`src/common/mfs_consts.svh`:
```
// constants for the motor driver fault shutdown block
// What this block does
// - thermal trip forces both phase enables off
// - thermal latch holds until standby or power-up
// - overcurrent trip forces outputs off
// - overcurrent qualified over four oscillator cycles
// - leave overcurrent state within four cycles
// - overcurrent latch holds until standby or power-up
// - latched overcurrent behaves as standby
// - both mode pins low decode standby
// - overcurrent trip on either phase disables both phases
// - low supply forces both phase enables off
`ifndef MFS_CONSTS_SVH
`define MFS_CONSTS_SVH
// ================================================================
// timing counts, in chopper oscillator cycles
`define MFS_MASK_CYCLES 3'h4
`define MFS_EXIT_CYCLES 3'h4
// ================================================================
// mode select encodings {mode_1, mode_2}
`define MFS_MODE_STANDBY 2'h0
`define MFS_MODE_TWO 2'h1
`define MFS_MODE_ONE_TWO 2'h2
`define MFS_MODE_W_ONE_TWO 2'h3
`endif

```
`src/common/mfs_pkg.sv`:
```
// types for the motor driver fault shutdown block
package mfs_pkg;
  typedef enum logic [1:0] {
    MFS_STANDBY = 2'h0,
    MFS_TWO_PHASE = 2'h1,
    MFS_ONE_TWO_PHASE = 2'h2,
    MFS_W_ONE_TWO_PHASE = 2'h3
  } mfs_mode_t;
endpackage : mfs_pkg

```
`src/logic/mfs_fault_shutdown.sv`:
```
// fault shutdown logic for a two-phase stepping motor driver
`timescale 1ns/10ps
`default_nettype none
`include "mfs_consts.svh"

// ================================================================
// per-phase overcurrent qualifier
// counts oscillator ticks while the detector stays high; any gap restarts
// the count, so chopper switching spikes never reach the latch
module mfs_phase_mask #(
  parameter int unsigned MASK_CYCLES = `MFS_MASK_CYCLES
) (
  // clock and reset
  input wire logic sys_clk,
  input wire logic resetn,
  // qualifying inputs
  input wire logic tick,
  input wire logic hit,
  input wire logic tripped,
  // one-cycle trip request
  output logic trip_now
);
  logic [2:0] mask_cnt;
  logic [2:0] next_mask_cnt;

  always_comb begin
    next_mask_cnt = mask_cnt;
    trip_now = 1'b0;
    if (!hit) begin
      next_mask_cnt = 3'h0;
    end else if (tick && !tripped) begin
      if (mask_cnt >= 3'(MASK_CYCLES - 1)) begin
        trip_now = 1'b1;
        next_mask_cnt = 3'h0;
      end else begin
        next_mask_cnt = mask_cnt + 3'h1;
      end
    end
  end

  always_ff @(posedge sys_clk or negedge resetn) begin
    if (!resetn) begin
      mask_cnt <= 3'h0;
    end else begin
      mask_cnt <= next_mask_cnt;
    end
  end
endmodule : mfs_phase_mask

// ================================================================
// fault shutdown top
module mfs_fault_shutdown #(
  parameter int unsigned MASK_CYCLES = `MFS_MASK_CYCLES,
  parameter int unsigned EXIT_CYCLES = `MFS_EXIT_CYCLES
) (
  // clock and reset
  input wire logic sys_clk,
  input wire logic resetn,
  // chopper oscillator tick, one cycle per oscillator period
  input wire logic chopper_oscillator,
  // host mode select pins
  input wire logic mode_1,
  input wire logic mode_2,
  // analog detectors
  input wire logic thermal_hot,
  input wire logic [1:0] overcurrent_hit,
  input wire logic vm_low,
  input wire logic vcc_low,
  // results
  output var mfs_pkg::mfs_mode_t mode,
  output logic oscillator_enable,
  output logic [1:0] phase_enable,
  output logic thermal_trip_latch,
  output logic [1:0] overcurrent_trip_latch
);
  import mfs_pkg::*;

  // ================================================================
  // overcurrent masking, one qualifier per phase
  logic [1:0] trip_now;

  mfs_phase_mask #(
    .MASK_CYCLES(MASK_CYCLES)
  ) u_mask_a (
    .sys_clk(sys_clk),
    .resetn(resetn),
    .tick(chopper_oscillator),
    .hit(overcurrent_hit[0]),
    .tripped(overcurrent_trip_latch[0]),
    .trip_now(trip_now[0])
  );

  mfs_phase_mask #(
    .MASK_CYCLES(MASK_CYCLES)
  ) u_mask_b (
    .sys_clk(sys_clk),
    .resetn(resetn),
    .tick(chopper_oscillator),
    .hit(overcurrent_hit[1]),
    .tripped(overcurrent_trip_latch[1]),
    .trip_now(trip_now[1])
  );

  // ================================================================
  // thermal latch
  logic standby_req;
  logic next_thermal;

  always_comb begin
    standby_req = ({mode_1, mode_2} == `MFS_MODE_STANDBY);
    next_thermal = thermal_trip_latch;
    if (standby_req) begin
      next_thermal = 1'b0;
    end
    // a part still hot in the clearing cycle stays tripped
    if (thermal_hot) begin
      next_thermal = 1'b1;
    end
  end

  always_ff @(posedge sys_clk or negedge resetn) begin
    if (!resetn) begin
      thermal_trip_latch <= 1'b0;
    end else begin
      thermal_trip_latch <= next_thermal;
    end
  end

  // ================================================================
  // overcurrent latches and exit pacing
  logic [2:0] exit_cnt;
  logic [2:0] next_exit_cnt;
  logic [1:0] next_oc;
  logic clearing;

  always_comb begin
    next_oc = overcurrent_trip_latch;
    next_exit_cnt = exit_cnt;
    clearing = 1'b0;
    // exit is paced by the oscillator tick so release lands within the bound
    if (standby_req && (overcurrent_trip_latch != 2'h0)) begin
      if (chopper_oscillator) begin
        next_exit_cnt = exit_cnt + 3'h1;
      end
      if (next_exit_cnt >= 3'(EXIT_CYCLES) || exit_cnt >= 3'(EXIT_CYCLES - 1)) begin
        clearing = 1'b1;
      end
    end else begin
      next_exit_cnt = 3'h0;
    end
    // per-phase latches are kept so the host can tell which bridge tripped
    for (int p = 0; p < 2; p++) begin
      if (clearing) begin
        next_oc[p] = 1'b0;
      end
      if (trip_now[p]) begin
        next_oc[p] = 1'b1;
      end
    end
  end

  always_ff @(posedge sys_clk or negedge resetn) begin
    if (!resetn) begin
      overcurrent_trip_latch <= 2'h0;
      exit_cnt <= 3'h0;
    end else begin
      overcurrent_trip_latch <= next_oc;
      exit_cnt <= next_exit_cnt;
    end
  end

  // ================================================================
  // output gating
  mfs_mode_t next_mode;
  logic next_osc_en;
  logic [1:0] next_phase_en;
  logic supply_bad;

  always_comb begin
    supply_bad = vm_low || vcc_low;
    next_mode = mfs_mode_t'({mode_1, mode_2});
    // any latched overcurrent puts the part in standby until cleared
    if (next_oc != 2'h0) begin
      next_mode = MFS_STANDBY;
    end
    next_osc_en = (next_mode != MFS_STANDBY);
    next_phase_en = {2{next_osc_en}} & ~next_oc;
    if (next_thermal || supply_bad) begin
      next_phase_en = 2'h0;
    end
  end

  always_ff @(posedge sys_clk or negedge resetn) begin
    if (!resetn) begin
      mode <= MFS_STANDBY;
      oscillator_enable <= 1'b0;
      phase_enable <= 2'h0;
    end else begin
      mode <= next_mode;
      oscillator_enable <= next_osc_en;
      phase_enable <= next_phase_en;
    end
  end
endmodule : mfs_fault_shutdown
`default_nettype wire

```
`config.mk`:
```
export PLATFORM = sky130hd
export DESIGN_NAME = mfs_fault_shutdown
export DESIGN_NICKNAME = d
export VERILOG_FILES = /design/src/common/mfs_pkg.sv /design/src/logic/mfs_fault_shutdown.sv
export VERILOG_INCLUDE_DIRS = /design/src /design/src/common
export SDC_FILE = /design/constraint.sdc
export NUM_CORES = 1
export LEC_CHECK = 0
export ABC_AREA = 1
export BUFFER_PORTS_ARGS = -buffer_cell sky130_fd_sc_hd__buf_2
export CAP_MARGIN = 20
export CORE_MARGIN = 1.5
export CORE_UTILIZATION = 51
export CTS_CLUSTER_DIAMETER = 30
export DETAILED_ROUTE_END_ITERATION = 6
export GPL_TIMING_DRIVEN = 0
export PLACE_DENSITY = 0.75
export SLEW_MARGIN = 15
export SYNTH_ARGS = -nofsm -noshare
export SYNTH_HDL_FRONTEND = slang
export SYNTH_SLANG_ARGS = --single-unit
```
`constraint.sdc`:
```
create_clock -name sys_clk -period 1.9 [get_ports sys_clk]
set_input_delay 0.19 -clock sys_clk [delete_from_list [all_inputs] [get_ports sys_clk]]
set_output_delay 0.19 -clock sys_clk [all_outputs]
set_load 0.05 [all_outputs]
```
==> results.md, run 1 <==
- Status: completed
- Inserted Clock Buffers: 3
- Clock tree root buffer cell: clkbuf_4
- Net count reported at finish: 130
- CTS tree: yes
- Total number of vias: between 600 and 700
- Maximum vdd drop: 0.886 mV
- Congestion Overflow GR: 0
- Buffers added on ports: 16
- Yosys reg bits: 17
- Crit path arrival time: about 1900 ps
- Yosys Warn Count: 0
- Count of distinct cell types in the synthesized netlist: 21
- Instance count of the mapped netlist: 92
- Power per unit of standard cell area: ~1300 nW/µm²
- Number of remaining DRC errors: 0
- Wirelength per Cell: ~11 µm
- Commonest non-fill, non-tap cells in the layout: inv_1, dfrtp_1, buf_2
- Netlist area before placement: 845 µm²
- Worst slew slack as a fraction of its limit: 0.756
- Leakage: about 0.55 nW
- Routability cong.: about 0.73
- Ratio of routed vias to standard cells: approximately 5.0
- CP startpoint kind: flop
- Setup Viol. Count Final: 0
- Worst-Margin Slew: around 370 ps
- Iteration-0 DRC count of the detailed router: 11
- Core Area: around 1500 µm²
- Tmin final: approximately 1700 ps
- Register area share after synthesis: 0.504
- Largest net degree at the start of global routing: 18
- Number of sinks driven by the clock tree: 17
- Max-cap viol count: 0
- Clk pin slew, worst setup/hold paths: 90 ps
- Count of TritonRoute iterations in the first routing pass: 4
- Setup Total Neg Slack: 0 ps
- Wire length of the first global-routing pass: between 2 and 2.5 mm
- Antenna fix cells: 0
- Fin crit share: 0.892
- ANT nets after route: 0
- Area of the die: around 1900 µm²
- Vertical die dimension: approximately 44 µm
- Global-route usage over all layers: 0.169
- Post-detail-place hpwl: around 1.1 mm
- Synthesized area per cell: ~9.2 µm²
- Maximum clock rate: roughly 590 MHz
- Worst min-delay path category: in2reg
- Effective utilization at floorplan: 0.554
- Maximum clock insertion buffer count: 2
- Setup clock skew after layout: 2.32 ps
- Mapped Nets: between 100 and 150
- Final wirelength: 1.36 mm
- Placed Cells incl. Taps: ~120
- Post-cts gate resize count: 0
- Chip Width: between 40 and 50 µm
- Sort of element at the end of the critical path: flop
- Max-slew violations: 0
- Post-layout instance count excluding filler cells: ~130
- Setup repair after global routing missed its margin: no
- Area growth from synthesis to layout: 16.1%
- Ports placed on the boundary: 18
- Skew-Pair Late Insertion Delay: 280 ps
- Fill cell instance count of the final layout: roughly 130
- Critical-path maximum fanout: 3
- Via count of the first global-routing pass: roughly 630
- Startpoint-to-endpoint class of the critical path: reg2reg
- Final worst hold slack: between 100 and 150 ps
- Total number of H-tree levels: 1
- Ratio of cells with drive above 1 in the final layout: 0.257
- Endpoints failing hold: 0
- Required arrival time at the worst endpoint: about 2100 ps
- Number of rows created at floorplan: 14
- Antenna violations before repair: 0
==> sequential cells by signal, summed over array words and instances, names as in the netlist <==
signal,count
mode,2
u_mask_b.mask_cnt,3
exit_cnt,3
overcurrent_trip_latch,2
oscillator_enable,1
phase_enable,2
u_mask_a.mask_cnt,3
thermal_trip_latch,1
==> layer usage <==
| layer | wire (µm) | part of all wire | vias to the layer above | global-route usage |
|---|---|---|---|---|
| met4 | 21 | 0.015 | 0 | 0.0909 |
| met1 | 626 | 0.46 | 290 | 0.192 |
| li1 | - | - | 332 | - |
| met3 | 38 | 0.028 | 4 | 0.0250 |
| met2 | 676 | 0.50 | 13 | 0.300 |
| met5 | 0 | 0 | - | 0 |
==> final timing paths <==
path | from | to | slack, ps | cells past startpoint
worst max-delay path | exit_cnt[0] | mode[0] | 210 | 11
worst min-delay path | thermal_hot | thermal_trip_latch | 100 | 2
worst max register to register | exit_cnt[0] | mode[0] | 210 | 11
worst min register to register | u_mask_b.mask_cnt[0] | u_mask_b.mask_cnt[0] | 510 | 1
max in group asynchronous | resetn | u_mask_a.mask_cnt[1] | 1290 | 2
min in group asynchronous | resetn | u_mask_b.mask_cnt[2] | 350 | 2
==> synthesized netlist by cell type <==
library cell,n,area share
xnor2_1,1,0.010
nand3_1,1,0.0059
buf_4,2,0.018
nand3_2,1,0.012
a21o_1,1,0.0089
or3_1,1,0.0074
inv_1,17,0.076
nor2_4,1,0.013
nand2_2,4,0.030
nor3_1,2,0.012
a32o_1,2,0.024
nand2_1,13,0.058
dfrtp_1,17,0.50
nand4_1,2,0.015
ha_1,6,0.089
a21oi_1,2,0.012
a211oi_1,1,0.0089
buf_6,1,0.013
nor2_2,1,0.0074
nor2_1,14,0.062
o22ai_1,2,0.015
==> logic make-up after synthesis <==
kind of cell | after synthesis | share of synthesized area
and+or+nand+nor | 40 | 0.222
AOI/OAI and AO/OA | 8 | 0.0682
xor gates and xnor gates | 1 | 0.0104
DFF | 17 | 0.504
adders and majority gates | 6 | 0.0889
buffers and inverters | 20 | 0.107
==> critical path, stage by stage (launching register included) <==
cell     delay [ps]
dfrtp_1         410
ha_1            210
ha_1            280
nand2_2          70
inv_1            30
nor2_1           80
nand2_1         110
nand3_2          90
nand2_2          70
nor2_4          120
inv_1            60
nor2_1           90
==> cell type report <==
type	instances	area [µm²]	area share
flip-flops and latches	17	425	0.434
inverters	17	63.8	0.0651
plain buffers	3	26.3	0.0268
multi-input cells	55	329	0.335
well taps	16	20.0	0.0204
repair buffers	17	90.1	0.0918
clock buffers	4	26.3	0.0268
==> power by group <==
group / switching, mW / internal (mW) / leakage [nW]
sequential: 0.0690 / 0.451 / 0.222
combinational: 0.366 / 0.169 / 0.310
clock: 0.103 / 0.0813 / 0.0150
total: 0.537 / 0.700 / 0.547
==> timing repair <==
item,CTS,global route
setup endpoints to repair,0,0
endpoints found under the hold margin,17,0
setup buffers,0,0
hold buffers,1,0
==> stage by stage <==
stage          worst slack, ps  area [µm²]  power (mW)  utilization
2_1_floorplan              364         845       0.939            -
3_3_place_gp               282         945        1.04        0.620
3_5_place_dp               221         945        1.06        0.620
4_1_cts                    193         981        1.25        0.644
5_1_grt                   84.3         981        1.32        0.644
6_report                   206         981        1.24        0.644
Power figures use the tool's default switching activity.
==> inputs of run 2 (changes only) <==
--- a/config.mk
+++ b/config.mk
@@ -14,6 +14,7 @@
 export CTS_CLUSTER_DIAMETER = 30
 export DETAILED_ROUTE_END_ITERATION = 6
 export GPL_TIMING_DRIVEN = 0
+export MAX_ROUTING_LAYER = met4
 export PLACE_DENSITY = 0.75
 export SLEW_MARGIN = 15
 export SYNTH_ARGS = -nofsm -noshare
==> constraint.sdc (replaced) <==
create_clock -name sys_clk -period 1.7 [get_ports sys_clk]
set_input_delay 0.17 -clock sys_clk [delete_from_list [all_inputs] [get_ports sys_clk]]
set_output_delay 0.17 -clock sys_clk [all_outputs]
set_load 0.05 [all_outputs]
==> run 2 against run 1 <==
Effect of this change:
- die area stayed put
- power is 16% higher
- sequential cell count stayed put
- critical path type unchanged
- critical endpoint is now phase_enable[1]
- largest cell class unchanged
==> results.md, run 2 (synthesis results as in run 1) <==
- Largest net degree at the start of global routing: 18
- Reg2Reg Depth: 11
- Met2 routed WL: about 840 µm
- Worst-Margin Slew: ~370 ps
- Worst R2R End: phase_enable[1]
- CP startpoint kind: flop
- Wirelength per Cell: about 12 µm
- Leakage: about 0.57 nW
- Via count of the first global-routing pass: between 600 and 700
- Top Registers: exit_cnt x3, u_mask_a.mask_cnt x3, u_mask_b.mask_cnt x3
- CTS tree: yes
- Count of TritonRoute iterations in the first routing pass: 4
- Maximum vdd drop: between 0.8 and 0.9 mV
- Total number of vias: between 600 and 700
- Endpoint, Worst Hold: thermal_trip_latch
- Clk pin slew, worst setup/hold paths: roughly 100 ps
- Effective utilization at floorplan: 0.554
- Congestion Overflow GR: 0
- Detailed route wirelength on metal3: around 65 µm
- CP max stage cell: dfrtp_1
- Power per unit of standard cell area: about 1400 nW/µm²
- Maximum clock rate: approximately 600 MHz
- Net count reported at finish: between 100 and 150
- Ratio of cells with drive above 1 in the final layout: 0.342
- Sum of routed wire segments on met1: 649 µm
- Endpoints failing hold: 0
- Critical-path maximum fanout: 3
- Final wirelength: about 1.6 mm
- Post-detail-place hpwl: between 1 and 1.5 mm
- Max-cap viol count: 0
- Fill cell instance count of the final layout: roughly 120
- Total number of H-tree levels: 1
- Core Area: 1520 µm²
- Chip Width: approximately 44 µm
- Worst min-delay path category: in2reg
- Area of the die: around 1900 µm²
- Uppermost layer routed: met4
- Status: completed
- Setup repair after global routing missed its margin: yes
- Skew-Pair Late Insertion Delay: between 200 and 300 ps
- Number of rows created at floorplan: 14
- Buffers and inverters on the worst path: 1
- Leading cell type in the layout, fill and taps excluded: dfrtp_1
- Crit path arrival time: ~1900 ps
- Register-to-Register Setup Slack: 3 ps
- Tmin final: about 1700 ps
- Maximum clock insertion buffer count: 2
- Sort of element at the end of the critical path: flop
- Global-route usage over all layers: 0.182
- Startpoint of the most critical hold path: thermal_hot
- Worst slew slack as a fraction of its limit: 0.755
- Kind of cell with the highest combined delay on the critical path: simple AND/OR/NAND/NOR gates
- Startpoint-to-endpoint class of the critical path: reg2reg
- Setup Viol. Count Final: 0
- Number of remaining DRC errors: 0
- Setup slack of the critical path after layout: approximately 3.0 ps
- Cell repeated most along the worst path: nand2_2
- Ports placed on the boundary: 18
- Antenna fix cells: 0
- Routability cong.: 0.736
- Inserted Clock Buffers: 3
- Critical-path cell list: ha_2 > ha_4 > nand2_2 > inv_2 > nor2_2 > nand2_2 > nand3_2 > nand2_2 > nor2_4 > nand2_2 > nor2_1
- Required arrival time at the worst endpoint: approximately 1900 ps
- Clock tree root buffer cell: clkbuf_4
- Fin crit share: 0.998
- Critical Path Max Stage Delay: 420 ps
- Commonest non-fill, non-tap cells in the layout: dfrtp_1, buf_2, inv_1
- Setup clock skew after layout: between 4 and 5 ps
- Buffers added on ports: 16
- Max-slew violations: 0
- ANT nets after route: 0
- Iteration-0 DRC count of the detailed router: 12
- Hold Path Depth: 2
- Fin util: 0.680
- Beginning of the worst register-to-register path: exit_cnt[1]
- Number of sinks driven by the clock tree: 17
- Ratio of routed vias to standard cells: between 5 and 6
- Wire length of the first global-routing pass: about 2.4 mm
- Pre-CTS setup slack: approximately 21 ps
- Antenna violations before repair: 0
- Vertical die dimension: ~44 µm
- Area growth from synthesis to layout: 22.7%
## run 2: cell types whose count changed in the layout (fill, tap and decap cells not counted), sizes merged
cell	change
buf	+4
## run 2: per-layer routing
layer	global-route usage	vias to the layer above
met1	0.192	313
met3	0.0250	7
li1	-	340
met2	0.326	23
met4	0.0909	0
met5	-	-
## run 2: how the worst max path moves through the flow
stage,startpoint,to,cells past startpoint
global route,exit_cnt[1],phase_enable[1],11
detailed placement,exit_cnt[0],mode[0],11
floorplan,exit_cnt[0],phase_enable[0],11
finish,exit_cnt[1],phase_enable[1],11
global placement,exit_cnt[0],phase_enable[1],11
CTS,exit_cnt[1],mode[0],11
## run 2: final cells by class
class                      instances  area [µm²]  share of cell area
clock buffer                       4        26.3              0.0254
inverter                          17        63.8              0.0616
timing repair buffer              21         120               0.116
buffer                             3        26.3              0.0254
tap                               16        20.0              0.0193
sequential                        17         425               0.411
multi-input combinational         55         354               0.342
## run 2: through the flow
step           area, µm²  std cells  hold WS [ps]  total power [mW]  setup TNS, ps
4_1_cts              988        130          78.5              1.40              0
3_5_place_dp         945        124           109              1.19              0
5_1_grt             1040        133          80.1              1.52           -253
3_3_place_gp         945        124           113              1.16              0
6_report            1040        133          79.8              1.44              0
2_1_floorplan        845         92          -126              1.05              0
## run 2: power breakdown
group	internal (mW)	switching, mW	leakage (nW)	total, mW
registers	0.504	0.0798	0.222	0.583
logic	0.215	0.426	0.329	0.641
clock network	0.0911	0.120	0.0150	0.211
## run 2: repair_timing
item                       4_1_cts  5_1_grt
hold endpoints to repair        17        0
pin swaps                        0        8
setup endpoints to repair        1        5
hold buffers                     1        0
gates resized for setup          0        7
setup buffers                    1        3
==> inputs of run 3 (changes only) <==
--- a/config.mk
+++ b/config.mk
@@ -10,12 +10,12 @@
 export BUFFER_PORTS_ARGS = -buffer_cell sky130_fd_sc_hd__buf_2
 export CAP_MARGIN = 20
 export CORE_MARGIN = 1.5
-export CORE_UTILIZATION = 51
+export CORE_UTILIZATION = 45
 export CTS_CLUSTER_DIAMETER = 30
 export DETAILED_ROUTE_END_ITERATION = 6
 export GPL_TIMING_DRIVEN = 0
 export MAX_ROUTING_LAYER = met4
-export PLACE_DENSITY = 0.75
+export PLACE_DENSITY = 0.68
 export SLEW_MARGIN = 15
 export SYNTH_ARGS = -nofsm -noshare
 export SYNTH_HDL_FRONTEND = slang
==> constraint.sdc (replaced) <==
create_clock -name sys_clk -period 1.63 [get_ports sys_clk]
set_input_delay 0.163 -clock sys_clk [delete_from_list [all_inputs] [get_ports sys_clk]]
set_output_delay 0.163 -clock sys_clk [all_outputs]
set_load 0.05 [all_outputs]
==> run 3 against run 2 <==
Effect of this change:
- clock power up 5%
- cell count up 7.5%
- routed wire length down 13%
- sequential share of layout area down 1.4 points
- maximum frequency up 10%
- via count down 3.7%
- cell area up 3.6%
- sequential cell count unchanged
- clock skew about the same
- non-clock buffer count up 1
- critical endpoint is now phase_enable[0]
==> results.md, run 3 (synthesis results as in run 1) <==
- Net count reported at finish: around 140
- Worst slew slack as a fraction of its limit: 0.750
- Number of rows created at floorplan: 15
- Register-to-Register Setup Slack: 90 ps
- Ratio of routed vias to standard cells: 4.60
- Endpoint, Worst Hold: thermal_trip_latch
- Setup clock skew after layout: around 3.6 ps
- CP startpoint kind: flop
- Final wirelength: approximately 1.4 mm
- Core Area: ~1700 µm²
- Vertical die dimension: 46.3 µm
- Antenna violations before repair: 0
- Clock tree root buffer cell: clkbuf_4
- Required arrival time at the worst endpoint: ~1900 ps
- Worst R2R End: phase_enable[0]
- Area growth from synthesis to layout: 27.1%
- Skew-Pair Late Insertion Delay: roughly 290 ps
- Routability cong.: slightly below 0.7
- Ports placed on the boundary: 18
- Commonest non-fill, non-tap cells in the layout: dfrtp_1, inv_1, buf_2
- Final worst hold slack: roughly 60 ps
- Maximum vdd drop: 1.10 mV
- Top Registers: exit_cnt x3, u_mask_a.mask_cnt x3, u_mask_b.mask_cnt x3
- Number of remaining DRC errors: 0
- Antenna fix cells: 0
- Effective utilization at floorplan: 0.484
- Worst-Margin Slew: about 370 ps
- Worst min-delay path category: in2reg
- Critical-path maximum fanout: 3
- Largest net degree at the start of global routing: 18
- Total number of H-tree levels: 1
- ANT nets after route: 0
- Setup repair after global routing missed its margin: yes
- CTS tree: yes
- Global-route usage over all layers: 0.159
- Inserted Clock Buffers: 3
- Area of the die: ~2100 µm²
- Leakage: around 0.58 nW
- Via count of the first global-routing pass: between 500 and 600
- Setup Viol. Count Final: 0
- Power per unit of standard cell area: approximately 1400 nW/µm²
- Tmin final: between 1500 and 2000 ps
- Hold Path Depth: 2
- Wire length of the first global-routing pass: between 2 and 2.5 mm
- Maximum clock insertion buffer count: 2
- Fin util: 0.615
- Fin crit share: 0.946
- Max-slew violations: 0
- Endpoints failing hold: 0
- Wirelength per Cell: 9.76 µm
- Post-detailed-placement cell area: around 960 µm²
- Crit path arrival time: about 1800 ps
- Status: completed
- Leading cell type in the layout, fill and taps excluded: dfrtp_1
- Iteration-0 DRC count of the detailed router: 7
- Cell area after layout: between 1000 and 1500 µm²
- Post-layout total power: approximately 1.5 mW
- Max-cap viol count: 0
- Clk pin slew, worst setup/hold paths: roughly 100 ps
- Sort of element at the end of the critical path: flop
- Reg2Reg Depth: 11
- Ratio of cells with drive above 1 in the final layout: 0.373
- Total number of vias: 658
- Buffers added on ports: 16
- Number of sinks driven by the clock tree: 17
- Congestion Overflow GR: 0
- Startpoint of the most critical hold path: thermal_hot
- Beginning of the worst register-to-register path: exit_cnt[0]
- Maximum clock rate: ~650 MHz
- Count of TritonRoute iterations in the first routing pass: 3
- Chip Width: roughly 46 µm
- Startpoint-to-endpoint class of the critical path: reg2reg
- Post-detail-place hpwl: 1.03 mm
==> run 3: changes by cell type in the layout (fill, tap and decap cells not counted) <==
| cell | change |
|---|---|
| nor3_2 | +2 |
| nor3_1 | -2 |
| clkinv_2 | +1 |
| buf_4 | +1 |
| nor2_4 | +1 |
| nor2_1 | -1 |
| inv_1 | +1 |
| clkbuf_1 | -1 |
| inv_2 | -1 |
==> run 3: per-layer routing <==
metal / track usage / vias to the layer above / share of wire
met3: 0.0353 / 4 / 0.034
met5: - / - / 0
met4: 0.0686 / 0 / 0.016
li1: - / 342 / -
met2: 0.256 / 14 / 0.47
met1: 0.189 / 298 / 0.48
==> run 3: through the flow <==
stage / TNS [ps] / instances / worst slack, ps
after detailed placement: -161 / 133 / -48.4
after global placement: 0 / 133 / 4.65
after global routing: -25.8 / 143 / -17.7
final: 0 / 143 / 88.0
after floorplan: 0 / 92 / 94.0
after CTS: -60.2 / 142 / -32.8
==> run 3: worst max-delay path by stage <==
| stage | depth (start not counted) | startpoint | end | slack (ps) |
|---|---|---|---|---|
| detailed placement | 11 | exit_cnt[0] | mode[0] | -50 |
| global placement | 11 | exit_cnt[0] | phase_enable[1] | 5 |
| floorplan | 11 | exit_cnt[0] | phase_enable[0] | 90 |
| finish | 11 | exit_cnt[0] | phase_enable[0] | 90 |
| global route | 11 | exit_cnt[0] | phase_enable[0] | -20 |
| CTS | 11 | exit_cnt[1] | phase_enable[0] | -30 |
==> run 3: timing repair <==
item / CTS / global route
setup buffers: 4 / 1
endpoints found under the setup margin: 5 / 8
endpoints found under the hold margin: 17 / 0
cloned: 0 / 0
gates resized for setup: 2 / 8
hold buffers: 1 / 0
pin swaps: 9 / 8
==> run 3: final cells by class <==
cell class / count / area (µm²)
flip-flops and latches: 17 / 425
clock inverters: 1 / 5.00
fillers: 157 / 672
repair buffers: 22 / 128
multi-input cells: 55 / 372
well taps: 25 / 31.3
clock buffers: 3 / 22.5
plain buffers: 3 / 26.3
inverters: 17 / 63.8
==> run 3: critical path, stage by stage (launching register included) <==
cell and delay (ps):
dfrtp_1 400, ha_2 200, ha_4 210, nand2_2 50, inv_2 40, nor2_4 70, nand2_2 80, nand3_2 70
nand2_2 70, nor2_4 120, nand2_2 70, nor2_1 80
==> run 3: power by group <==
group / internal (mW) / switching (mW) / total, mW
registers: 0.525 / 0.0776 / 0.602
clock network: 0.0913 / 0.131 / 0.222
logic: 0.232 / 0.442 / 0.674
total: 0.848 / 0.650 / 1.50
